==> src/bbc_pkg.sv <==
`default_nettype none
package bbc_pkg;
  // widths
  localparam int PC_W = 21;
  localparam int IW_W = 16;
  localparam int DA_W = 12;
  localparam int BANK_W = 4;
  localparam int DW = 8;
  // opcode fields and values
  localparam logic [3:0] OP_TOGGLE_NIB = 4'h7;
  localparam logic [7:0] OP_BR_OVF_HI = 8'hE4;
  localparam logic [7:0] OP_BR_ZERO_HI = 8'hE0;
  localparam logic [6:0] OP_CALL_HI7 = 7'h76;
  localparam logic [6:0] OP_CLEAR_HI7 = 7'h35;
  localparam logic [3:0] OP_CALL2_NIB = 4'hF;
  localparam int BIT_IDX_LSB = 9;
  localparam int ACC_BIT = 8;
  localparam int FAST_BIT = 8;
  localparam int ACC_SPLIT_BIT = 7;
  // instruction word field positions
  localparam int OPC_MSB = 15;
  localparam int NIB_LSB = 12;
  localparam int HI_LSB = 8;
  localparam int HI7_LSB = 9;
  localparam int LIT_MSB = 7;
  localparam int EXT_MSB = 11;
  localparam int OFS_EXT_W = 12;
  localparam int BIT_IDX_W = 3;
  // access bank halves and program counter steps
  localparam logic [BANK_W-1:0] ACC_LO_BANK = 4'h0;
  localparam logic [BANK_W-1:0] ACC_HI_BANK = 4'hF;
  localparam logic [PC_W-1:0] PC_STEP = 21'h000002;
  localparam logic [PC_W-1:0] CALL_RET_STEP = 21'h000004;
  localparam logic [DW-1:0] CLR_VALUE = 8'h00;
  localparam logic [DW-1:0] ONE_BIT = 8'h01;
  localparam logic [PC_W-1:0] PC_RESET = 21'h000000;
  // four phases of one instruction cycle
  typedef enum logic [3:0] {
    PH_Q1 = 4'h1,
    PH_Q2 = 4'h2,
    PH_Q3 = 4'h4,
    PH_Q4 = 4'h8
  } bbc_phase_t;
endpackage : bbc_pkg
`default_nettype wire

==> src/bbc_exec.sv <==
`timescale 1ns/1ps
`default_nettype none
// Function
// - bit toggle inverts one selected bit, others kept, no flags touched
// - bit toggle opcode: nibble 0111, bit index, access flag, address
// - access flag zero picks access bank; one uses bank select register
// - branch on overflow taken only when overflow flag is one
// - branch on overflow upper byte is 1110 0100, low byte offset
// - branch on zero taken only when zero flag is one
// - branch on zero upper byte is 1110 0000, low byte offset
// - taken target is incremented pc plus twice signed offset
// - untaken branch one cycle; taken writes pc in Q4 then nop cycle
// - call pushes address four bytes past the call onto return stack
// - fast call copies work, status and bank select into shadows
// - non fast call leaves shadow registers unchanged
// - call loads twenty bit literal into pc bits 20 to 1
// - call is two words: 1110110s with k7:0, then 1111 with k19:8
// - call pushes in Q3, loads pc in Q4, then a nop cycle
// - register clear writes zero and sets zero flag in one cycle
// - register clear opcode is 0110101a with eight bit address
module bbc_exec
(
  input wire logic clk,
  input wire logic rst,
  input wire logic [bbc_pkg::IW_W-1:0] instrWord,
  input wire logic [bbc_pkg::IW_W-1:0] nextWord,
  input wire logic overflowFlag,
  input wire logic zeroFlag,
  input wire logic [bbc_pkg::BANK_W-1:0] bankSelectReg,
  input wire logic [bbc_pkg::DW-1:0] workReg,
  input wire logic [bbc_pkg::DW-1:0] statusReg,
  input wire logic [bbc_pkg::DW-1:0] memRdData,
  output logic [bbc_pkg::PC_W-1:0] pcOut,
  output logic [3:0] phaseOut,
  output logic nopCycle,
  output logic [bbc_pkg::DA_W-1:0] memAddr,
  output logic memRdEn,
  output logic memWrEn,
  output logic [bbc_pkg::DW-1:0] memWrData,
  output logic zeroSet,
  output logic pushEn,
  output logic [bbc_pkg::PC_W-1:0] pushData,
  output logic [bbc_pkg::DW-1:0] workShadowReg,
  output logic [bbc_pkg::DW-1:0] flagsShadowReg,
  output logic [bbc_pkg::BANK_W-1:0] bankShadowReg
);
  import bbc_pkg::*;

  bbc_phase_t phase_q;
  logic [PC_W-1:0] pc_q;
  logic [IW_W-1:0] instr_q;
  logic [IW_W-1:0] ext_q;
  logic exec_q;
  logic nop_q;
  logic [DA_W-1:0] addr_q;
  logic [DW-1:0] rdData_q;
  logic [DW-1:0] wrData_q;
  logic [PC_W-1:0] ret_q;
  logic [DW-1:0] wsh_q;
  logic [DW-1:0] ssh_q;
  logic [BANK_W-1:0] bsh_q;
  logic isToggle, isBrOvf, isBrZero, isCall, isClear, taken, flowChange;
  logic [2:0] bitIdx;
  logic [DW-1:0] bitMask;
  logic [PC_W-1:0] branchTarget;
  logic [PC_W-1:0] callTarget;
  logic [BANK_W-1:0] bankSel;

  ////////////////////////////////////////////////////////////////////////////
  // decode of the latched instruction
  always_comb begin
    isToggle = instr_q[OPC_MSB:NIB_LSB] == OP_TOGGLE_NIB;
    isBrOvf = instr_q[OPC_MSB:HI_LSB] == OP_BR_OVF_HI;
    isBrZero = instr_q[OPC_MSB:HI_LSB] == OP_BR_ZERO_HI;
    isCall = instr_q[OPC_MSB:HI7_LSB] == OP_CALL_HI7;
    isClear = instr_q[OPC_MSB:HI7_LSB] == OP_CLEAR_HI7;
    bitIdx = instr_q[BIT_IDX_LSB+BIT_IDX_W-1:BIT_IDX_LSB];
    bitMask = ONE_BIT << bitIdx;
    // branch condition per opcode
    taken = (isBrOvf && overflowFlag) || (isBrZero && zeroFlag);
    flowChange = taken || isCall;
    // pc plus one step points past the branch, offset doubled
    branchTarget = pc_q + PC_STEP
      + {{OFS_EXT_W{instr_q[LIT_MSB]}}, instr_q[LIT_MSB:0], 1'b0};
    // second word carries k19:8, first word k7:0
    callTarget = {ext_q[EXT_MSB:0], instr_q[LIT_MSB:0], 1'b0};
  end

  // bank for the incoming instruction's register address
  always_comb begin
    if (instrWord[ACC_BIT]) begin
      bankSel = bankSelectReg;
    end else if (instrWord[ACC_SPLIT_BIT]) begin
      bankSel = ACC_HI_BANK;
    end else begin
      bankSel = ACC_LO_BANK;
    end
  end

  ////////////////////////////////////////////////////////////////////////////
  // four phase sequencer
  always_ff @(posedge clk) begin
    if (rst) begin
      phase_q <= PH_Q1;
    end else begin
      unique case (phase_q)
        PH_Q1: phase_q <= PH_Q2;
        PH_Q2: phase_q <= PH_Q3;
        PH_Q3: phase_q <= PH_Q4;
        PH_Q4: phase_q <= PH_Q1;
      endcase
    end
  end

  // decode phase: latch words, address and return address
  always_ff @(posedge clk) begin
    if (rst) begin
      instr_q <= '0;
      ext_q <= '0;
      exec_q <= 1'b0;
      addr_q <= '0;
      ret_q <= PC_RESET;
    end else if (phase_q == PH_Q1) begin
      instr_q <= instrWord;
      ext_q <= nextWord;
      exec_q <= !nop_q; // flushed cycle does nothing
      addr_q <= {bankSel, instrWord[LIT_MSB:0]};
      ret_q <= pc_q + CALL_RET_STEP;
    end
  end

  // nop after a taken branch or a call
  always_ff @(posedge clk) begin
    if (rst) begin
      nop_q <= 1'b0;
    end else if (phase_q == PH_Q4) begin
      nop_q <= exec_q && flowChange;
    end
  end

  // read register in Q2
  always_ff @(posedge clk) begin
    if (rst) begin
      rdData_q <= '0;
    end else if (phase_q == PH_Q2) begin
      rdData_q <= memRdData;
    end
  end

  // process data in Q3
  always_ff @(posedge clk) begin
    if (rst) begin
      wrData_q <= '0;
    end else if (phase_q == PH_Q3) begin
      if (isClear) begin
        wrData_q <= CLR_VALUE;
      end else begin
        wrData_q <= rdData_q ^ bitMask;
      end
    end
  end

  // shadow save on fast call, in Q3
  always_ff @(posedge clk) begin
    if (rst) begin
      wsh_q <= '0;
      ssh_q <= '0;
      bsh_q <= '0;
    end else if (phase_q == PH_Q3 && exec_q && isCall
                 && instr_q[FAST_BIT]) begin
      wsh_q <= workReg;
      ssh_q <= statusReg;
      bsh_q <= bankSelectReg;
    end
  end

  // program counter written in Q4
  always_ff @(posedge clk) begin
    if (rst) begin
      pc_q <= PC_RESET;
    end else if (phase_q == PH_Q4 && exec_q) begin
      if (isCall) begin
        pc_q <= callTarget;
      end else if (taken) begin
        pc_q <= branchTarget;
      end else begin
        pc_q <= pc_q + PC_STEP;
      end
    end
  end

  ////////////////////////////////////////////////////////////////////////////
  // outputs
  assign pcOut = pc_q;
  assign phaseOut = phase_q;
  assign nopCycle = !exec_q;
  assign memAddr = addr_q;
  assign memRdEn = phase_q == PH_Q2 && exec_q && (isToggle || isClear);
  assign memWrEn = phase_q == PH_Q4 && exec_q && (isToggle || isClear);
  assign memWrData = wrData_q;
  assign zeroSet = phase_q == PH_Q4 && exec_q && isClear;
  assign pushEn = phase_q == PH_Q3 && exec_q && isCall;
  assign pushData = ret_q;
  assign workShadowReg = wsh_q;
  assign flagsShadowReg = ssh_q;
  assign bankShadowReg = bsh_q;

  ////////////////////////////////////////////////////////////////////////////
  // checks
  a_toggle_data: assert property (@(posedge clk) disable iff (rst)
    (memWrEn && isToggle) |-> ((memWrData ^ rdData_q)
      == (ONE_BIT << instr_q[BIT_IDX_LSB +: BIT_IDX_W])) && !zeroSet)
    else $error("toggle result wrong");

  a_clear_zero: assert property (@(posedge clk) disable iff (rst)
    (phase_q == PH_Q4 && exec_q && isClear)
    |-> (memWrEn && zeroSet && memWrData == CLR_VALUE))
    else $error("clear did not write zero");

  a_access_bank: assert property (@(posedge clk) disable iff (rst)
    (phase_q == PH_Q2 && !instr_q[ACC_BIT])
    |-> (addr_q[DA_W-1:DW] == (instr_q[ACC_SPLIT_BIT] ? ACC_HI_BANK
         : ACC_LO_BANK)))
    else $error("access bank not selected");

  a_branch_taken: assert property (@(posedge clk) disable iff (rst)
    (phase_q == PH_Q4 && exec_q && taken && !isCall)
    |=> (pc_q == $past(branchTarget) && nop_q) ##1 nop_q [*3]
        ##1 (!nop_q && !exec_q))
    else $error("taken branch target or nop wrong");

  a_branch_skip: assert property (@(posedge clk) disable iff (rst)
    (phase_q == PH_Q4 && exec_q && (isBrOvf || isBrZero) && !taken)
    |=> (pc_q == $past(pc_q) + PC_STEP) && !nop_q)
    else $error("untaken branch not sequential");

  a_nop_stall: assert property (@(posedge clk) disable iff (rst)
    (phase_q == PH_Q1 && nop_q)
    |=> (!exec_q && !memWrEn && !pushEn) [*4] ##0 $stable(pc_q))
    else $error("nop cycle not idle");

  a_call_push: assert property (@(posedge clk) disable iff (rst)
    pushEn |-> (pushData == pc_q + CALL_RET_STEP) && phase_q == PH_Q3)
    else $error("call push address wrong");

  a_call_load: assert property (@(posedge clk) disable iff (rst)
    (phase_q == PH_Q4 && exec_q && isCall)
    |=> (pc_q == {$past(ext_q[EXT_MSB:0]), $past(instr_q[LIT_MSB:0]),
        1'b0}) && nop_q)
    else $error("call target wrong");

  a_shadow_copy: assert property (@(posedge clk) disable iff (rst)
    (pushEn && instr_q[FAST_BIT])
    |=> (workShadowReg == $past(workReg)
         && flagsShadowReg == $past(statusReg)
         && bankShadowReg == $past(bankSelectReg)))
    else $error("fast call shadow not saved");

  a_shadow_hold: assert property (@(posedge clk) disable iff (rst)
    (pushEn && !instr_q[FAST_BIT])
    |=> $stable(workShadowReg) && $stable(flagsShadowReg)
        && $stable(bankShadowReg))
    else $error("shadow changed on plain call");

  a_seq_step: assert property (@(posedge clk) disable iff (rst)
    (phase_q == PH_Q4 && exec_q && !flowChange)
    |=> pc_q == $past(pc_q) + PC_STEP)
    else $error("pc did not advance by two");

  // untaken branch must not flush the following cycle
  a_branch_single: assert property (@(posedge clk) disable iff (rst)
    (phase_q == PH_Q4 && exec_q && (isBrOvf || isBrZero) && !taken)
    |=> ##1 !nopCycle)
    else $error("untaken branch flushed a cycle");

  a_ovf_taken: assert property (@(posedge clk) disable iff (rst)
    (phase_q == PH_Q4 && exec_q && isBrOvf && overflowFlag)
    |=> nop_q && pc_q == $past(branchTarget))
    else $error("overflow branch not taken");

  a_ovf_held: assert property (@(posedge clk) disable iff (rst)
    (phase_q == PH_Q4 && exec_q && isBrOvf && !overflowFlag)
    |=> !nop_q)
    else $error("overflow branch taken with flag clear");

  a_zero_taken: assert property (@(posedge clk) disable iff (rst)
    (phase_q == PH_Q4 && exec_q && isBrZero && zeroFlag)
    |=> nop_q && pc_q == $past(branchTarget))
    else $error("zero branch not taken");

  a_zero_held: assert property (@(posedge clk) disable iff (rst)
    (phase_q == PH_Q4 && exec_q && isBrZero && !zeroFlag)
    |=> !nop_q && pc_q == $past(pc_q) + PC_STEP)
    else $error("zero branch taken with flag clear");

  a_clear_read: assert property (@(posedge clk) disable iff (rst)
    (phase_q == PH_Q2 && exec_q && isClear)
    |-> memRdEn && memAddr[DW-1:0] == instr_q[LIT_MSB:0])
    else $error("clear register address wrong");

  // a write closes the same cycle whose Q2 read it
  a_write_slot: assert property (@(posedge clk) disable iff (rst)
    memWrEn |-> phase_q == PH_Q4 && $past(memRdEn, 2))
    else $error("write strobe outside its cycle");

  a_push_single: assert property (@(posedge clk) disable iff (rst)
    pushEn |=> (!pushEn) [*7])
    else $error("second push too soon after call");

endmodule : bbc_exec
`default_nettype wire

==> config.mk <==
export PLATFORM = sky130hd
export DESIGN_NAME = bbc_exec
export DESIGN_NICKNAME = d
export VERILOG_FILES = /design/src/bbc_pkg.sv /design/src/bbc_exec.sv
export SDC_FILE = /design/constraint.sdc
export NUM_CORES = 1
export LEC_CHECK = 0
export BUFFER_PORTS_ARGS = -buffer_cell sky130_fd_sc_hd__buf_4
export CELL_PAD_IN_SITES_DETAIL_PLACEMENT = 0
export CELL_PAD_IN_SITES_GLOBAL_PLACEMENT = 2
export CORE_MARGIN = 10
export CORE_UTILIZATION = 33
export DETAILED_ROUTE_END_ITERATION = 10
export PLACE_DENSITY = 0.92
export SLEW_MARGIN = 10
export SYNTH_ARGS = -nofsm -noshare
export SYNTH_HDL_FRONTEND = slang
export SYNTH_SLANG_ARGS = --single-unit
==> constraint.sdc <==
create_clock -name clk -period 6.3 [get_ports clk]
set_clock_uncertainty 0.2 [all_clocks]
set_input_delay 0.63 -clock clk [delete_from_list [all_inputs] [get_ports clk]]
set_output_delay 0.63 -clock clk [all_outputs]
set_load 0.01 [all_outputs]
==> flow_summary.yaml <==
timing:
  grt_setup_unrepaired: "false"
  setup_violations: 0
  holdWs_ns: 0.253
  clock.fmax_mhz: 271
  finalSetupTns_ns: 0
  finalCritPeriodShare_pct: 58.6
  hold_viol: 0
  maxSlewHeadroom_pct: 22.3
  finalCriticalPeriod_ns: 3.69
  finalMaxSlewViolations: 0
  worstMarginPinSlew_ns: 1.16
global_route:
  grt_pass1_wl_um: 31400
  grt.total_usage_pct: 16.0
  grt_pass1_vias: 5657
  antenna_found_initial: 0
  grt_max_degree: 75
  grt-ovfl-total: 0
pwr:
  cellLeakagePower_nw: 3.26
  p_per_area_nw_per_um2: 255
  ir_worst_vdd_uv: 175
logic_synthesis:
  avgSynthCellArea_um2: 7.85
  yosys_warnings: 0
  yosysUniqueCellTypes: 72
  yosysTopAreaCell: "dfxtp_1"
  synthCells: 795
  netlist_area_um2: 6240
  seq_area_frac_synth_pct: 36.6
  synthFlopType: "dfxtp_1"
  ys_ff_latch: 114
  synthArstFlopShare_pct: 0
  synth_top_area_share_pct: 36.6
  synth_edf_count: 0
  netlist_top_cells_area: "dfxtp_1 37%, nand2_1 9.9%, a21oi_1 7.4%, ha_1 5.0%, xnor2_1 4.5%"
critical_path:
  crit_path_end_kind: "register"
  cp_max_fo: 8
  cp_cell_sequence: "ha_1 -> nand4_2 -> or3_1 -> nor2_1 -> xor2_1 -> ha_1 -> a21oi_1 -> o21ai_0 -> a311o_1 -> a21o_1 -> a31oi_1"
  critical_path.max_stage_delay_ns: 0.53
  critical_path_class: "reg -> reg"
  cp_top_family: "compound AO/OA/AOI/OAI gates"
  worst_path_most_repeated_cell: "ha_1"
  worstPathArrival_ns: 3.84
  cp.required_ns: 6.45
  cp_num_buf_inv: 0
  crit_path_start_kind: "register"
  slowest_stage: "dfxtp_1"
clock_tree:
  cts_setup_buffers: 0
  cts.sinks: 114
  cts_made_buffers: 17
  insertion_delay_ns: 0.42
  clock-root-buffer: "clkbuf_16"
  clockBufferDepth: 2
  cts_tree: "yes"
  htreeDepth: 4
  path_clk_slew_ns: 0.06
  ctsResizeCount: 0
  ctsHoldBuffers: 0
die:
  io_pins: 155
  dieArea_um2: 24800
  start_util_pct: 33.5
  die_x_um: 157
  rows: 50
  core_um2: 18600
  dieHeight_um: 157
finish:
  design_area_um2: 8030
  layout.nets: 994
  area_growth_pct: 28.7
  instances_no_fill: 1151
  drive_above_1_share_pct: 21.9
  antennaDiodeCount: 0
  utilization_pct: 43.1
flow_run:
  cap_violations: 0
detailed_routing:
  first_iter_violations: 291
  final_antenna_net_count: 0
  wl_um: 20500
  via_count: 5955
  wl_per_cell_um: 17.8
  dr.pass1.iters: 5
  via_per_inst: 5.17
  drc: 0
min_path:
  worstHoldPathType: "reg -> reg"
placement:
  hpwl_um: 14800
  placedCellCount: 1119
  portBuffers: 148
  place.gp.congestion: 0.855
  placed_area_um2: 7370
outcome:
  status: "finished clean"
[per-layer routing]
layer,GRT usage [%],wire length (um)
met3,4.89,1440
met2,25.6,9370
met1,20.0,9250
met5,0,0
met4,5.25,417
[path summary, 6_finish.rpt]
path	startpoint	to	slack [ns]	cells after the start
max reg2reg	pcOut[3]$_SDFFE_PP0P_	pcOut[19]$_SDFFE_PP0P_	2.61	11
min reg2reg	flagsShadowReg[7]$_SDFFE_PP0P_	flagsShadowReg[7]$_SDFFE_PP0P_	0.25	2
max	pcOut[3]$_SDFFE_PP0P_	pcOut[19]$_SDFFE_PP0P_	2.61	11
min	flagsShadowReg[7]$_SDFFE_PP0P_	flagsShadowReg[7]$_SDFFE_PP0P_	0.25	2
[flip-flops by register name, summed over array words and instances, names as in the netlist]
signal	cells
rdData_q	8
memAddr	4
exec_q	1
pushData	20
instr_q	16
pcOut	20
bankShadowReg	4
flagsShadowReg	8
memWrData	8
phaseOut	4
workShadowReg	8
ext_q	12
nop_q	1
[logic make-up after synthesis]
| group | count (synthesis) | synth area share, % |
|---|---|---|
| other cells | 1 | 0.0601 |
| compound gates | 209 | 21.6 |
| fa+ha+maj | 26 | 5.33 |
| xor+xnor | 52 | 7.30 |
| mux | 1 | 0.180 |
| buf+inv | 72 | 5.48 |
| flops | 114 | 36.6 |
| simple gates | 320 | 23.5 |
[layout by cell type (no fill, tap or decap), types with 3 or more instances in the layout]
cell type and instances:
xor2_1 20, nor3_1 14, bufinv_16 5, o211ai_1 7
clkbuf_16 17, nor4_1 3, and3_1 9, nor2b_1 3
and2_1 3, dfxtp_1 114, nor2_1 64, a221o_1 9
nand3b_1 4, clkinv_4 3, inv_1 10, a21o_1 5
xnor2_1 32, a21oi_1 92, nand2_1 165, nand3_1 18
a311oi_1 4, a211oi_1 26, a221oi_1 5, inv_6 4
o21ai_0 25, buf_4 151, or3_1 6, nand4_1 8
a31oi_1 6, ha_1 25
[power by group]
group	internal [mW]	switching, mW
Combinational	0.0862	0.0971
Clock	0.707	0.377
Sequential	0.749	0.0305
[synth_stat cells (3+ instances only)]
| library cell | n |
|---|---|
| inv_1 | 10 |
| a21o_1 | 5 |
| ha_1 | 25 |
| nor4_1 | 3 |
| nor2_1 | 65 |
| a31oi_1 | 6 |
| buf_1 | 3 |
| a221o_1 | 9 |
| xnor2_1 | 32 |
| dfxtp_1 | 114 |
| buf_4 | 13 |
| and2_1 | 3 |
| nand3b_1 | 4 |
| xor2_1 | 20 |
| o211ai_1 | 7 |
| buf_2 | 11 |
| a21oi_1 | 92 |
| a211oi_1 | 26 |
| o21ai_0 | 25 |
| and3_1 | 9 |
| nand3_1 | 18 |
| a221oi_1 | 5 |
| nand4_1 | 8 |
| nor2b_1 | 3 |
| nand2_1 | 165 |
| nor4b_1 | 3 |
| clkbuf_1 | 33 |
| nor3_1 | 14 |
| a311oi_1 | 4 |
| or3_1 | 6 |
[worst min-delay path, stage by stage, from the launching register on]
cell	delay, ns
dfxtp_1	0.30
nand2_1	0.05
a21oi_1	0.05
[final cells by class]
class | count | area [um^2]
fillers | 1931 | 10600
multi-input cells | 610 | 3630
flip-flops and latches | 114 | 2280
repair buffers | 151 | 1130
clock buffers | 17 | 425
well taps | 234 | 293
clock inverters | 15 | 229
inverters | 10 | 37.5
[through the flow]
| step | power [mW] | worst slack [ns] |
|---|---|---|
| 6_report | 2.05 | 2.61 |
| 2_1_floorplan | 0.895 | 3.10 |
| 3_3_place_gp | 0.981 | 2.65 |
| 3_5_place_dp | 0.982 | 2.64 |
| 5_1_grt | 2.12 | 2.37 |
| 4_1_cts | 2.07 | 2.64 |
Note: power is estimated with default switching activity, not from simulation.
